**src/inc/opu_regs.vh**
```
// Register offsets, field positions, reset values and timing counts for the pixel unpacker
`ifndef OPU_REGS_VH
`define OPU_REGS_VH

// Printed offsets are register indices; byte address is four times the index
`define OPU_IDX_MEM_TYPE 8'he0
`define OPU_IDX_TIMING_A 8'he1
`define OPU_IDX_TIMING_B 8'he2
`define OPU_IDX_TIMING_C 8'he3
`define OPU_IDX_INIT_CTRL 8'he4
`define OPU_ADDR_MEM_TYPE 12'h380
`define OPU_ADDR_TIMING_A 12'h384
`define OPU_ADDR_TIMING_B 12'h388
`define OPU_ADDR_TIMING_C 12'h38c
`define OPU_ADDR_INIT_CTRL 12'h390

// Block's own registers
`define OPU_ADDR_MODE 12'h000
`define OPU_ADDR_PIXEL 12'h004
`define OPU_ADDR_PALETTE 12'h008
`define OPU_ADDR_PIX_ADDR 12'h00c
`define OPU_ADDR_IRQ_STATUS 12'h010
`define OPU_ADDR_IRQ_MASK 12'h014

// Mode register fields
`define OPU_MODE_BUS16 0
`define OPU_MODE_NIBBLE 1

// Init control field
`define OPU_INIT_BIT 0

// Interrupt status bits
`define OPU_IRQ_INIT_DONE 0
`define OPU_IRQ_PIXEL 1
`define OPU_IRQ_EARLY 2

// Palette write fields
`define OPU_PAL_IDX_LSB 16
`define OPU_PAL_IDX_MSB 21

// Reset values
`define OPU_RST_BYTE 8'h00
`define OPU_RST_MODE 2'h0
`define OPU_RST_MASK 3'h0
`define OPU_RST_TIMING_B 8'ha1
`define OPU_RST_TIMING_C 8'h07

// Opacity scale, full opacity in thirty-seconds
`define OPU_ALPHA_FULL 6'h20
`define OPU_ALPHA_HIGH 6'h14
`define OPU_ALPHA_LOW 6'h0b

// Timing
`define OPU_CLK_MHZ 250
`define OPU_INIT_TIME_US 100
`define OPU_FRAME_WORDS 1310720

`endif

```
**src/logic/opu_alpha_decode.v**
```verilog
// Opacity code to thirty-seconds decoder
`timescale 1ns/1ps
`include "opu_regs.vh"
module opu_alpha_decode (
  input wire wide,
  input wire rising,
  input wire [3:0] code,
  output reg [5:0] alpha
);
  always @* begin
    alpha = 6'h00;
    if (!wide) begin
      case (code[1:0])
        2'h0: alpha = rising ? 6'h00 : `OPU_ALPHA_FULL;
        2'h1: alpha = rising ? `OPU_ALPHA_LOW : `OPU_ALPHA_HIGH;
        2'h2: alpha = rising ? `OPU_ALPHA_HIGH : `OPU_ALPHA_LOW;
        default: alpha = rising ? `OPU_ALPHA_FULL : 6'h00;
      endcase
    end else if (rising) begin
      // Code 15 jumps to full, not 30/32
      alpha = (code == 4'hf) ? `OPU_ALPHA_FULL : {1'b0, code, 1'b0};
    end else begin
      alpha = (code == 4'hf) ? 6'h00 : (`OPU_ALPHA_FULL - {1'b0, code, 1'b0});
    end
  end
endmodule

```
**src/logic/opu_scan_reader.v**
```verilog
// Scan-out fetch engine reading display memory toward the panel
`timescale 1ns/1ps
`include "opu_regs.vh"
module opu_scan_reader #(
  parameter FRAME_WORDS = `OPU_FRAME_WORDS
) (
  input wire pclk,
  input wire presetn,
  input wire enable,
  output wire rd_req,
  input wire rd_ack,
  output reg [23:0] rd_addr,
  input wire rd_valid,
  input wire [17:0] rd_data,
  output reg panel_valid,
  output reg [17:0] panel_data
);
  localparam integer LAST_INT = FRAME_WORDS - 1;
  localparam [23:0] LAST_WORD = LAST_INT[23:0];

  // Runs regardless of host pixel writes; memory arbitrates
  assign rd_req = enable;

  always @(posedge pclk or negedge presetn) begin
    if (!presetn) begin
      rd_addr <= 24'h000000;
      panel_valid <= 1'b0;
      panel_data <= 18'h00000;
    end else begin
      panel_valid <= rd_valid;
      if (rd_valid) begin
        panel_data <= rd_data;
      end
      if (!enable) begin
        rd_addr <= 24'h000000;
      end else if (rd_ack) begin
        rd_addr <= (rd_addr == LAST_WORD) ? 24'h000000 : rd_addr + 24'h000001;
      end
    end
  end
endmodule

```
**src/logic/opu_unpacker.v**
```verilog
// Opacity pixel unpacker with display memory start-up and APB registers
// How it works
// - a 64-entry palette of 12-bit colours, selected by the pixel's index
// - 8-bit indexed mode takes one pixel per byte, opacity 7:6, index 5:0
// - 8-bit indexed opacity code 0 full, 1 20/32, 2 11/32, 3 clear
// - 8-bit nibble mode: green/blue byte first, then opacity/red byte
// - 8-bit nibble opacity 0 full, minus 2/32 per step, 15 clear
// - 16-bit indexed word uses low byte; code 0 clear up to 3 full
// - 16-bit nibble word holds opacity, red, green, blue high to low
// - 16-bit nibble opacity 0 clear, plus 2/32 per step, 15 full
// - scan-out keeps fetching memory for the panel, independent of host writes
// - host sets timing registers; device refreshes at the configured interval
// - writing one to init control bit 0 starts memory initialisation
// - init control bit 0 reads one once initialisation has completed
`timescale 1ns/1ps
`include "opu_regs.vh"
module opu_unpacker #(
  parameter INIT_CYCLES = `OPU_INIT_TIME_US * `OPU_CLK_MHZ,
  parameter FRAME_WORDS = `OPU_FRAME_WORDS
) (
  input wire pclk,
  input wire presetn,
  input wire psel,
  input wire penable,
  input wire pwrite,
  input wire [11:0] paddr,
  input wire [31:0] pwdata,
  output reg [31:0] prdata,
  output wire pready,
  output wire pslverr,
  output wire irq,
  output reg mem_wr_req,
  input wire mem_wr_ready,
  output reg [23:0] mem_wr_addr,
  output reg [17:0] mem_wr_data,
  output reg [7:0] mem_type,
  output wire [7:0] mem_timing_a,
  output reg mem_init_busy,
  output reg mem_refresh,
  output wire rd_req,
  input wire rd_ack,
  output wire [23:0] rd_addr,
  input wire rd_valid,
  input wire [17:0] rd_data,
  output wire panel_valid,
  output wire [17:0] panel_data
);
  localparam [2:0] S_IDLE = 3'b001;
  localparam [2:0] S_BUSY = 3'b010;
  localparam [2:0] S_DONE = 3'b100;
  localparam [31:0] INIT_LAST = INIT_CYCLES - 1;

  reg [7:0] timing_a;
  reg [7:0] timing_b;
  reg [7:0] timing_c;
  reg [1:0] mode;
  reg [11:0] palette [0:63];
  reg [5:0] pal_sel;
  reg [2:0] irq_status;
  reg [2:0] irq_mask;
  reg [2:0] state;
  reg [31:0] init_count;
  reg [15:0] refresh_count;
  reg byte_phase;
  reg [7:0] first_byte;
  reg [5:0] idx_i;

  wire bus16 = mode[`OPU_MODE_BUS16];
  wire nibble = mode[`OPU_MODE_NIBBLE];
  // Only the 8-bit nibble path splits one pixel over two writes
  wire nibble8 = nibble && !bus16;
  wire access = psel && penable;
  wire hit_pixel = paddr == `OPU_ADDR_PIXEL;
  wire wr_pixel = access && pwrite && hit_pixel && pready;
  wire init_done = state == S_DONE;
  wire mapped = paddr == `OPU_ADDR_MEM_TYPE || paddr == `OPU_ADDR_TIMING_A ||
                paddr == `OPU_ADDR_TIMING_B || paddr == `OPU_ADDR_TIMING_C ||
                paddr == `OPU_ADDR_INIT_CTRL || paddr == `OPU_ADDR_MODE ||
                hit_pixel || paddr == `OPU_ADDR_PALETTE ||
                paddr == `OPU_ADDR_PIX_ADDR || paddr == `OPU_ADDR_IRQ_STATUS ||
                paddr == `OPU_ADDR_IRQ_MASK;
  wire wr_ok = access && pwrite && mapped && pready;

  // Pixel write stalls the bus while the previous pixel is still unsent
  // Trade-off: no pixel buffer, so a slow memory costs bus time
  assign pready = !(psel && pwrite && hit_pixel && mem_wr_req);
  assign pslverr = access && !mapped;
  assign irq = |(irq_status & irq_mask);
  assign mem_timing_a = timing_a;

  // Pixel decode from the current bus word
  reg [3:0] code;
  reg [11:0] color;
  reg make_pixel;
  wire [5:0] alpha;

  always @* begin
    idx_i = pwdata[5:0];
    code = 4'h0;
    color = 12'h000;
    make_pixel = 1'b0;
    if (!nibble) begin
      code = {2'b00, pwdata[7:6]};
      color = palette[idx_i];
      make_pixel = 1'b1;
    end else if (bus16) begin
      code = pwdata[15:12];
      color = pwdata[11:0];
      make_pixel = 1'b1;
    end else begin
      code = pwdata[7:4];
      color = {pwdata[3:0], first_byte};
      make_pixel = byte_phase;
    end
  end

  opu_alpha_decode u_alpha (
    .wide(nibble),
    .rising(bus16),
    .code(code),
    .alpha(alpha)
  );

  // Register writes
  integer i;
  always @(posedge pclk or negedge presetn) begin
    if (!presetn) begin
      mem_type <= `OPU_RST_BYTE;
      timing_a <= `OPU_RST_BYTE;
      timing_b <= `OPU_RST_TIMING_B;
      timing_c <= `OPU_RST_TIMING_C;
      mode <= `OPU_RST_MODE;
      irq_mask <= `OPU_RST_MASK;
      pal_sel <= 6'h00;
      for (i = 0; i < 64; i = i + 1) begin
        palette[i] <= 12'h000;
      end
    end else if (wr_ok) begin
      case (paddr)
        `OPU_ADDR_MEM_TYPE: mem_type <= pwdata[7:0];
        `OPU_ADDR_TIMING_A: timing_a <= pwdata[7:0];
        `OPU_ADDR_TIMING_B: timing_b <= pwdata[7:0];
        `OPU_ADDR_TIMING_C: timing_c <= pwdata[7:0];
        `OPU_ADDR_MODE: mode <= pwdata[1:0];
        `OPU_ADDR_IRQ_MASK: irq_mask <= pwdata[2:0];
        `OPU_ADDR_PALETTE: begin
          // Index above the colour, so one write loads a whole entry
          pal_sel <= pwdata[`OPU_PAL_IDX_MSB:`OPU_PAL_IDX_LSB];
          palette[pwdata[`OPU_PAL_IDX_MSB:`OPU_PAL_IDX_LSB]] <= pwdata[11:0];
        end
        default: begin
        end
      endcase
    end
  end

  // Byte phase and pixel output toward display memory
  always @(posedge pclk or negedge presetn) begin
    if (!presetn) begin
      byte_phase <= 1'b0;
      first_byte <= 8'h00;
      mem_wr_req <= 1'b0;
      mem_wr_addr <= 24'h000000;
      mem_wr_data <= 18'h00000;
    end else begin
      if (mem_wr_req && mem_wr_ready) begin
        mem_wr_req <= 1'b0;
        mem_wr_addr <= mem_wr_addr + 24'h000001;
      end
      if (wr_ok && paddr == `OPU_ADDR_PIX_ADDR) begin
        mem_wr_addr <= pwdata[23:0];
      end
      if (wr_ok && paddr == `OPU_ADDR_MODE) begin
        byte_phase <= 1'b0;
      end else if (wr_pixel && nibble8) begin
        byte_phase <= !byte_phase;
        if (!byte_phase) begin
          first_byte <= pwdata[7:0];
        end
      end
      // Pixels before memory start-up are dropped and flagged
      if (wr_pixel && make_pixel && init_done) begin
        mem_wr_req <= 1'b1;
        mem_wr_data <= {alpha, color};
      end
    end
  end

  // Memory start-up sequence
  always @(posedge pclk or negedge presetn) begin
    if (!presetn) begin
      state <= S_IDLE;
      init_count <= 32'h00000000;
      mem_init_busy <= 1'b0;
    end else begin
      case (state)
        S_IDLE, S_DONE: begin
          if (wr_ok && paddr == `OPU_ADDR_INIT_CTRL && pwdata[`OPU_INIT_BIT]) begin
            state <= S_BUSY;
            init_count <= 32'h00000000;
            mem_init_busy <= 1'b1;
          end
        end
        S_BUSY: begin
          if (init_count == INIT_LAST) begin
            state <= S_DONE;
            mem_init_busy <= 1'b0;
          end else begin
            init_count <= init_count + 32'h00000001;
          end
        end
        default: begin
          state <= S_IDLE;
          mem_init_busy <= 1'b0;
        end
      endcase
    end
  end

  // Refresh tick every {timing_c, timing_b} cycles once memory is up
  // Zero interval degrades to a tick every cycle rather than never
  wire [15:0] refresh_interval = {timing_c, timing_b};
  wire [15:0] refresh_next = refresh_count + 16'h0001;
  wire refresh_end = refresh_next >= refresh_interval;

  always @(posedge pclk or negedge presetn) begin
    if (!presetn) begin
      refresh_count <= 16'h0000;
      mem_refresh <= 1'b0;
    end else begin
      mem_refresh <= 1'b0;
      if (!init_done) begin
        refresh_count <= 16'h0000;
      end else if (refresh_end) begin
        refresh_count <= 16'h0000;
        mem_refresh <= 1'b1;
      end else begin
        refresh_count <= refresh_next;
      end
    end
  end

  // Sticky events; a new event outranks a same-cycle clear
  wire [2:0] events;
  assign events[`OPU_IRQ_INIT_DONE] = state == S_BUSY && init_count == INIT_LAST;
  assign events[`OPU_IRQ_PIXEL] = wr_pixel && make_pixel && init_done;
  assign events[`OPU_IRQ_EARLY] = wr_pixel && !init_done;
  wire [2:0] clears = (wr_ok && paddr == `OPU_ADDR_IRQ_STATUS) ? pwdata[2:0] : 3'h0;
  reg [2:0] next_irq_status;

  always @* begin
    next_irq_status = irq_status & ~clears;
    next_irq_status = next_irq_status | events;
  end

  always @(posedge pclk or negedge presetn) begin
    if (!presetn) begin
      irq_status <= 3'h0;
    end else begin
      irq_status <= next_irq_status;
    end
  end

  // Read mux
  always @* begin
    prdata = 32'h00000000;
    if (psel && !pwrite) begin
      case (paddr)
        `OPU_ADDR_MEM_TYPE: prdata = {24'h000000, mem_type};
        `OPU_ADDR_TIMING_A: prdata = {24'h000000, timing_a};
        `OPU_ADDR_TIMING_B: prdata = {24'h000000, timing_b};
        `OPU_ADDR_TIMING_C: prdata = {24'h000000, timing_c};
        `OPU_ADDR_INIT_CTRL: prdata = {31'h00000000, init_done};
        `OPU_ADDR_MODE: prdata = {29'h00000000, byte_phase, mode};
        `OPU_ADDR_PALETTE: prdata = {10'h000, pal_sel, 4'h0, palette[pal_sel]};
        `OPU_ADDR_PIX_ADDR: prdata = {8'h00, mem_wr_addr};
        `OPU_ADDR_IRQ_STATUS: prdata = {29'h00000000, irq_status};
        `OPU_ADDR_IRQ_MASK: prdata = {29'h00000000, irq_mask};
        default: prdata = 32'h00000000;
      endcase
    end
  end

  opu_scan_reader #(
    .FRAME_WORDS(FRAME_WORDS)
  ) u_scan (
    .pclk(pclk),
    .presetn(presetn),
    .enable(init_done),
    .rd_req(rd_req),
    .rd_ack(rd_ack),
    .rd_addr(rd_addr),
    .rd_valid(rd_valid),
    .rd_data(rd_data),
    .panel_valid(panel_valid),
    .panel_data(panel_data)
  );
endmodule

```
**config.mk**
```make
export PLATFORM = sky130hd
export DESIGN_NAME = opu_unpacker
export DESIGN_NICKNAME = d
export VERILOG_FILES = /design/src/logic/opu_alpha_decode.v /design/src/logic/opu_scan_reader.v /design/src/logic/opu_unpacker.v
export VERILOG_INCLUDE_DIRS = /design/src /design/src/inc
export SDC_FILE = /design/constraint.sdc
export NUM_CORES = 2
export LEC_CHECK = 0
export BUFFER_PORTS_ARGS = -buffer_cell sky130_fd_sc_hd__buf_4
export CORE_AREA = 4 4 254 355
export CTS_CLUSTER_DIAMETER = 100
export CTS_CLUSTER_SIZE = 28
export DETAILED_ROUTE_END_ITERATION = 7
export DIE_AREA = 0 0 258 359
export HOLD_SLACK_MARGIN = 0.05
export PLACE_DENSITY = 0.77
export SLEW_MARGIN = 20
export SYNTH_ARGS = -nofsm -noshare
export SYNTH_HDL_FRONTEND = slang
export SYNTH_SLANG_ARGS = --single-unit
```
**constraint.sdc**
```tcl
create_clock -name pclk -period 3.7 [get_ports pclk]
set_clock_uncertainty 0.05 [all_clocks]
set_input_delay 0.37 -clock pclk [delete_from_list [all_inputs] [get_ports pclk]]
set_output_delay 0.37 -clock pclk [all_outputs]
set_load 0.02 [all_outputs]
```
After elaboration in Yosys (flattened, before gate mapping):

Cells that the tools add are included.
Widths: inputs -> output; s select.

* flip-flop bits (word level): 962
* latch bits: 0
* bits in writable memories: 0
* memory bits (read-only): 0
* word-level logic and storage cells: 233
* memories: 0

* add/subtract/negate cells: 5
* multipliers: 0
* divide/modulo/power cells: 0
* $lt $le $gt $ge: 5
* eq/ne operators: 22
* shift operators: 0
* multiplexer cells: 49
* bitwise logic cells: 9
* reductions and logical operators: 58

Operator list (number)
* $bwmux 768: 1
* $pmux 24 s10: 1
* $bmux 12 s6: 2
* $mux 24: 6
* $mux 12: 7
* $demux 12 s6: 1
* $mux 32: 2
* $pmux 32 s2: 1
* $eq 12x10->1 const B: 5
* $add 24x1->24 const B: 2
* $mux 6: 6
* $add 32x1->32 const B: 1
* $eq 32x15->1 const B: 1
* $mux 16: 2
* $eq 12x4->1 const B: 2
* $eq 12x5->1 const B: 2
* $eq 24x21->1 const B: 1
* $logic_and 1x1->1: 24
* $ge 7x7->1 const B: 3
* $not 6->7: 3
* $pmux 6 s3: 1
* $add 16x1->16 const B: 1
* $ge 16x16->1: 1
* $reduce_and 2->1: 8
* other kinds (28): 64

Depth between registers and ports, before layout:

* word-level depth: 18
* depth in mapped cells: 13

Modules after synthesis:

From an unflattened synthesis, not the netlist that was laid out.

* cell total of the unflattened synthesis: 3627
* area, all modules: 51839.7 um^2

By module, submodules not included
* opu_unpacker: instances 1, cells an instance 3417, area each 49601.3 um^2
* opu_scan_reader: instances 1, cells an instance 180, area each 2010.7 um^2
* opu_alpha_decode: instances 1, cells an instance 30, area each 227.7 um^2

Worst setup path before layout:

OpenSTA, ideal clock, no wires.

* path kind: reg-to-output
* start: reg pal_sel[0]
* end: out prdata[0]
* data arrival time: 2753 ps
* slack: 527 ps
* cell stages (with the launch flop): 11
* path through: dfrtp_1 > buf_2 > buf_4 > buf_2 > buf_2 > buf_2 > mux2i_1 > a22oi_1 > o211ai_1 > a311o_1 > a41oi_1

* longest elaborated chain between the ends: 6

Ends and longest elaborated chain
* from (decl): line opu_unpacker.v:58 `reg [5:0] pal_sel;`
* from (signal assigned): line opu_unpacker.v:148 `` pal_sel <= pwdata[`OPU_PAL_IDX_MSB:`OPU_PAL_IDX_LSB]; ``
* $not 6->7 (not written as such): line opu_unpacker.v:275 `` `OPU_ADDR_PALETTE: prdata = {10'h000, pal_sel, 4'h0, palette[pal_sel]}; ``
* $bmux 12 s6: line opu_unpacker.v:275
* $mux 12 (not written as such) (2 in a row): line opu_unpacker.v:275
* $pmux 24 s10: line opu_unpacker.v:268 `case (paddr)`
* $mux 24: line opu_unpacker.v:267 `if (psel && !pwrite) begin`
* to (decl): line opu_unpacker.v:28 `output reg [31:0] prdata,`

Every way passes these cells. The select of a mux whose other input is x is not followed.

Worst setup path in the final report:

Ends and elaborated chain as after synthesis.

==> summary.md <==
| Metric | Value |
|---|---|
| Status | `finished, violations left` |
| Failing checks | `negative setup slack` |
| Gpl congestion | `~1.0` |
| Asr flop ratio synth | `100%` |
| Compound-cell area share of the yosys netlist | `~4.7%` |
| Mux contribution to synthesized area | `37.1%` |
| Starting Density | `59.6%` |
| Initial antenna violation count | `2` |
| Total gr overflow | `0` |
| CP max FO | `7` |
| Leak | `26.1 nW` |
| Syn avg cell area | `approximately 14 sq um` |
| Detailed Routing Iterations Pass 1 | `6` |
| Largest family of logic cells by synthesized area | `multiplexers` |
| Synth top area share | `between 40 and 50%` |
| Rows | `approximately 130` |
| Critical path arrival | `3.41 ns` |
| # IOs | `between 200 and 250` |
| Die H | `359 um` |
| Synth Area in Adders | `less than 1%` |
| Critical Path, Cell by Cell | `buf_12 > buf_16 > buf_12 > mux4_2 > o211ai_1 > a311o_1 > a41oi_4 > buf_6` |
| HPWL Detailed | `about 110 mm` |
| Final WS setup | `-0.127 ns` |
| Root buffer cell | `clkbuf_16` |
| DR WL met2 | `~75 mm` |
| Top cells by count, synth | `dfrtp_1, mux2_2, mux4_2` |
| Total core area | `~87,000 sq um` |
| Clock sink count | `a little under 1k` |
| Synth top area cells | `dfrtp_1, mux4_2, mux2_2` |
| Total CTS buffers | `40` |
| Hold WS | `just under 0.09 ns` |
| Met3 wire len | `between 10 and 15 mm` |
| Worst-skew pair later-pin latency | `~0.65 ns` |
| Die area | `92,600 sq um` |
| Min Tclk post-route | `about 3.8 ns` |
| Drt drc | `0` |
| Metal-1 WL | `approximately 56 mm` |
| Final setup viols | `11` |
| WL/cell | `~30 um` |
| RSZ-0062 raised after global routing | `yes` |
| DR top layer | `met5` |
| CP endpoint kind | `output port` |
| HP Class | `in -> reg` |
| Period utilization | `103%` |
| Synth Flop Type | `dfrtp_1` |
| Xor and xnor area share after synthesis | `under 10%` |
| DP Cell Count | `5,045` |
| Multi-input gate area | `26,600 sq um` |
| Largest net degree at the start of global routing | `about 120` |
| Slew Limit Fails | `0` |
| CTS H-tree lvls | `2` |
| Nets@finish | `roughly 4.1k` |
| Avg Vias per Cell | `6.90` |
| Layout cell share with drive strength beyond 1 | `between 40 and 50%` |
| Max transition margin | `between 20% and 30%` |
| Antenna-violating nets left | `0` |
| CP peak stage delay | `roughly 0.61 ns` |
| Slowest stage cell, crit path | `o211ai_1` |
| Max_cap viols | `0` |
| Peak VDD IR | `between 200 and 300 uV` |
| Most common cell in the netlist | `dfrtp_1` |
| Dpl ws | `0.262 ns` |
| Syn Std Cell Area | `51,800 sq um` |
| Post-Layout Cell Count | `between 5k and 6k` |
| Register area | `~24,000 sq um` |
| Crit Path Class | `reg -> out` |
| Final Hold Viols | `0` |
| Setup_tns | `-0.493 ns` |
| Post-synth EDFFs | `0` |
| WP data required | `between 3 and 4 ns` |
| DRT iter0 DRCs | `between 4k and 5k` |
| Syn-to-layout area delta | `12.0%` |
| Fillers | `slightly above 6k` |
| Post-synthesis simple-gate area fraction | `under 10%` |
| Fmax | `about 260 MHz` |
| First-pass GRT wire length | `~240 mm` |
| Die X | `between 200 and 300 um` |
| Sequential element share of the synthesized area | `46.5%` |
| Synth warn | `0` |
| Clock Path Buffers | `3` |
| Synth cell types | `76` |
| Setup crit start kind | `register` |
| Vias in the first global route | `between 30k and 40k` |
| Number of port buffers | `between 150 and 200` |
| CTS tree | `done` |
| Cell accounting for the most synthesized area | `dfrtp_1` |
| All-Layer GR Usage | `about a third` |
| Syn Inst Count | `3,801` |
| Reg clk slew, reported paths | `around 0.12 ns` |
| CP dominant cell by count | `buf_12` |
| Seq cells post-synth | `~960` |
| Via count | `between 30k and 40k` |
| Slew @ Worst Pin | `around 1.1 ns` |
| Detailed Route WL | `approximately 160 mm` |
| Pwr Density | `295 nW/um^2` |
## layout make-up
type | instances | area share (%)
tap | 1170 | 2.52
clock buffer | 58 | 1.89
antenna | 2 | 0.00862
timing repair buffer | 484 | 7.97
clock inverter | 1 | 0.0280
sequential | 962 | 41.5
multi-input combinational | 2458 | 45.8
inverter | 44 | 0.289
## what timing repair did
action,4_1_cts,5_1_grt
setup endpoints to repair,12,12
cloned,10,0
pin swaps,28,20
gates resized for setup,97,20
hold endpoints to repair,93,0
buffers inserted,29,3
hold buffers,33,0
## sequential cells by signal (all words and copies together) (netlist names)
register            cells
refresh_count          16
u_scan.panel_valid      1
u_scan.rd_addr         24
palette               768
timing_c                8
mem_refresh             1
timing_b                8
state                   3
irq_status              3
mem_wr_addr            24
mem_timing_a            8
mem_init_busy           1
mem_type                8
pal_sel                 6
byte_phase              1
first_byte              8
mem_wr_data            18
init_count             32
mem_wr_req              1
u_scan.panel_data      18
mode                    2
irq_mask                3
## logic make-up after synthesis
group           count (synthesis)
simple gates                  666
fa+ha+maj                      24
buf+inv                       388
flops                         962
mux                          1320
compound gates                364
xor+xnor                       76
other cells                     1
## metal layers
metal  global-route usage [%]  vias to the layer above
met3                     5.86                      529
met4                     22.4                        2
met5                        0                        -
met1                     42.4                    18690
met2                     53.8                     1821
li1                         -                    14714
## worst max-delay path: cells and delay by family (launching register included)
kind	cells	cell delay, ns
multiplexers	1	0.45
flip-flops	1	0.53
buffers and inverters	4	0.64
AO/OA/AOI/OAI	3	1.12
## layout by cell type, fill, tap and decap left out, types with 10 or more instances in the layout
| cell type | synthesis | layout |
|---|---|---|
| dfrtp_1 | 955 | 951 |
| mux2_2 | 740 | 740 |
| mux4_2 | 395 | 395 |
| buf_4 | 31 | 376 |
| nand2_1 | 188 | 181 |
| nor2_1 | 126 | 125 |
| mux2_1 | 103 | 103 |
| a22oi_1 | 116 | 101 |
| nand3_1 | 83 | 76 |
| mux2i_1 | 82 | 70 |
| o21ai_0 | 66 | 63 |
| a21oi_1 | 62 | 58 |
| xnor2_1 | 50 | 50 |
| and3_1 | 44 | 44 |
| buf_12 | 0 | 42 |
| clkbuf_16 | 0 | 41 |
| inv_1 | 43 | 40 |
| dlygate4sd3_1 | 0 | 33 |
| nand4_1 | 30 | 30 |
| nor3_1 | 33 | 28 |
| nor2b_1 | 30 | 28 |
| xor2_1 | 26 | 26 |
| nor3_2 | 20 | 25 |
| ha_1 | 24 | 24 |
| nor4_1 | 19 | 16 |
| clkbuf_1 | 220 | 16 |
| a22oi_2 | 0 | 15 |
| buf_6 | 1 | 15 |
| a21o_1 | 15 | 14 |
| a31oi_1 | 16 | 14 |
| o22ai_1 | 14 | 14 |
| and2_1 | 13 | 13 |
| nand2b_1 | 11 | 11 |
| buf_16 | 0 | 10 |
## where the power goes
group | switching (mW) | leakage, nW | internal [mW]
registers | 0.0180 | 13.2 | 10.5
logic | 0.745 | 12.3 | 0.321
clock network | 3.38 | 0.539 | 2.11
## stage by stage
step                power, mW  util [%]  cell area (sq um)
floorplan                11.2         -              51800
global placement         11.8      63.8              55500
detailed placement       11.8      63.8              55500
CTS                      17.2      66.7              58000
global route             17.6      66.7              58000
finish                   17.1      66.7              58000
## path summary, 6_finish.rpt
path | from | to | slack (ns) | cells after the start
min in group asynchronous | presetn | refresh_count[14] | 0.16 | 2
worst max register to register | state[2] | mem_wr_data[10] | 0.55 | 7
worst max-delay path | pal_sel[0] | prdata[0] | -0.13 | 8
max in group asynchronous | presetn | palette[476] | 2.19 | 3
worst min-delay path | pwdata[19] | mem_wr_addr[19] | 0.09 | 3
worst min register to register | first_byte[4] | first_byte[4] | 0.44 | 2
Power figures use the tool's default switching activity.
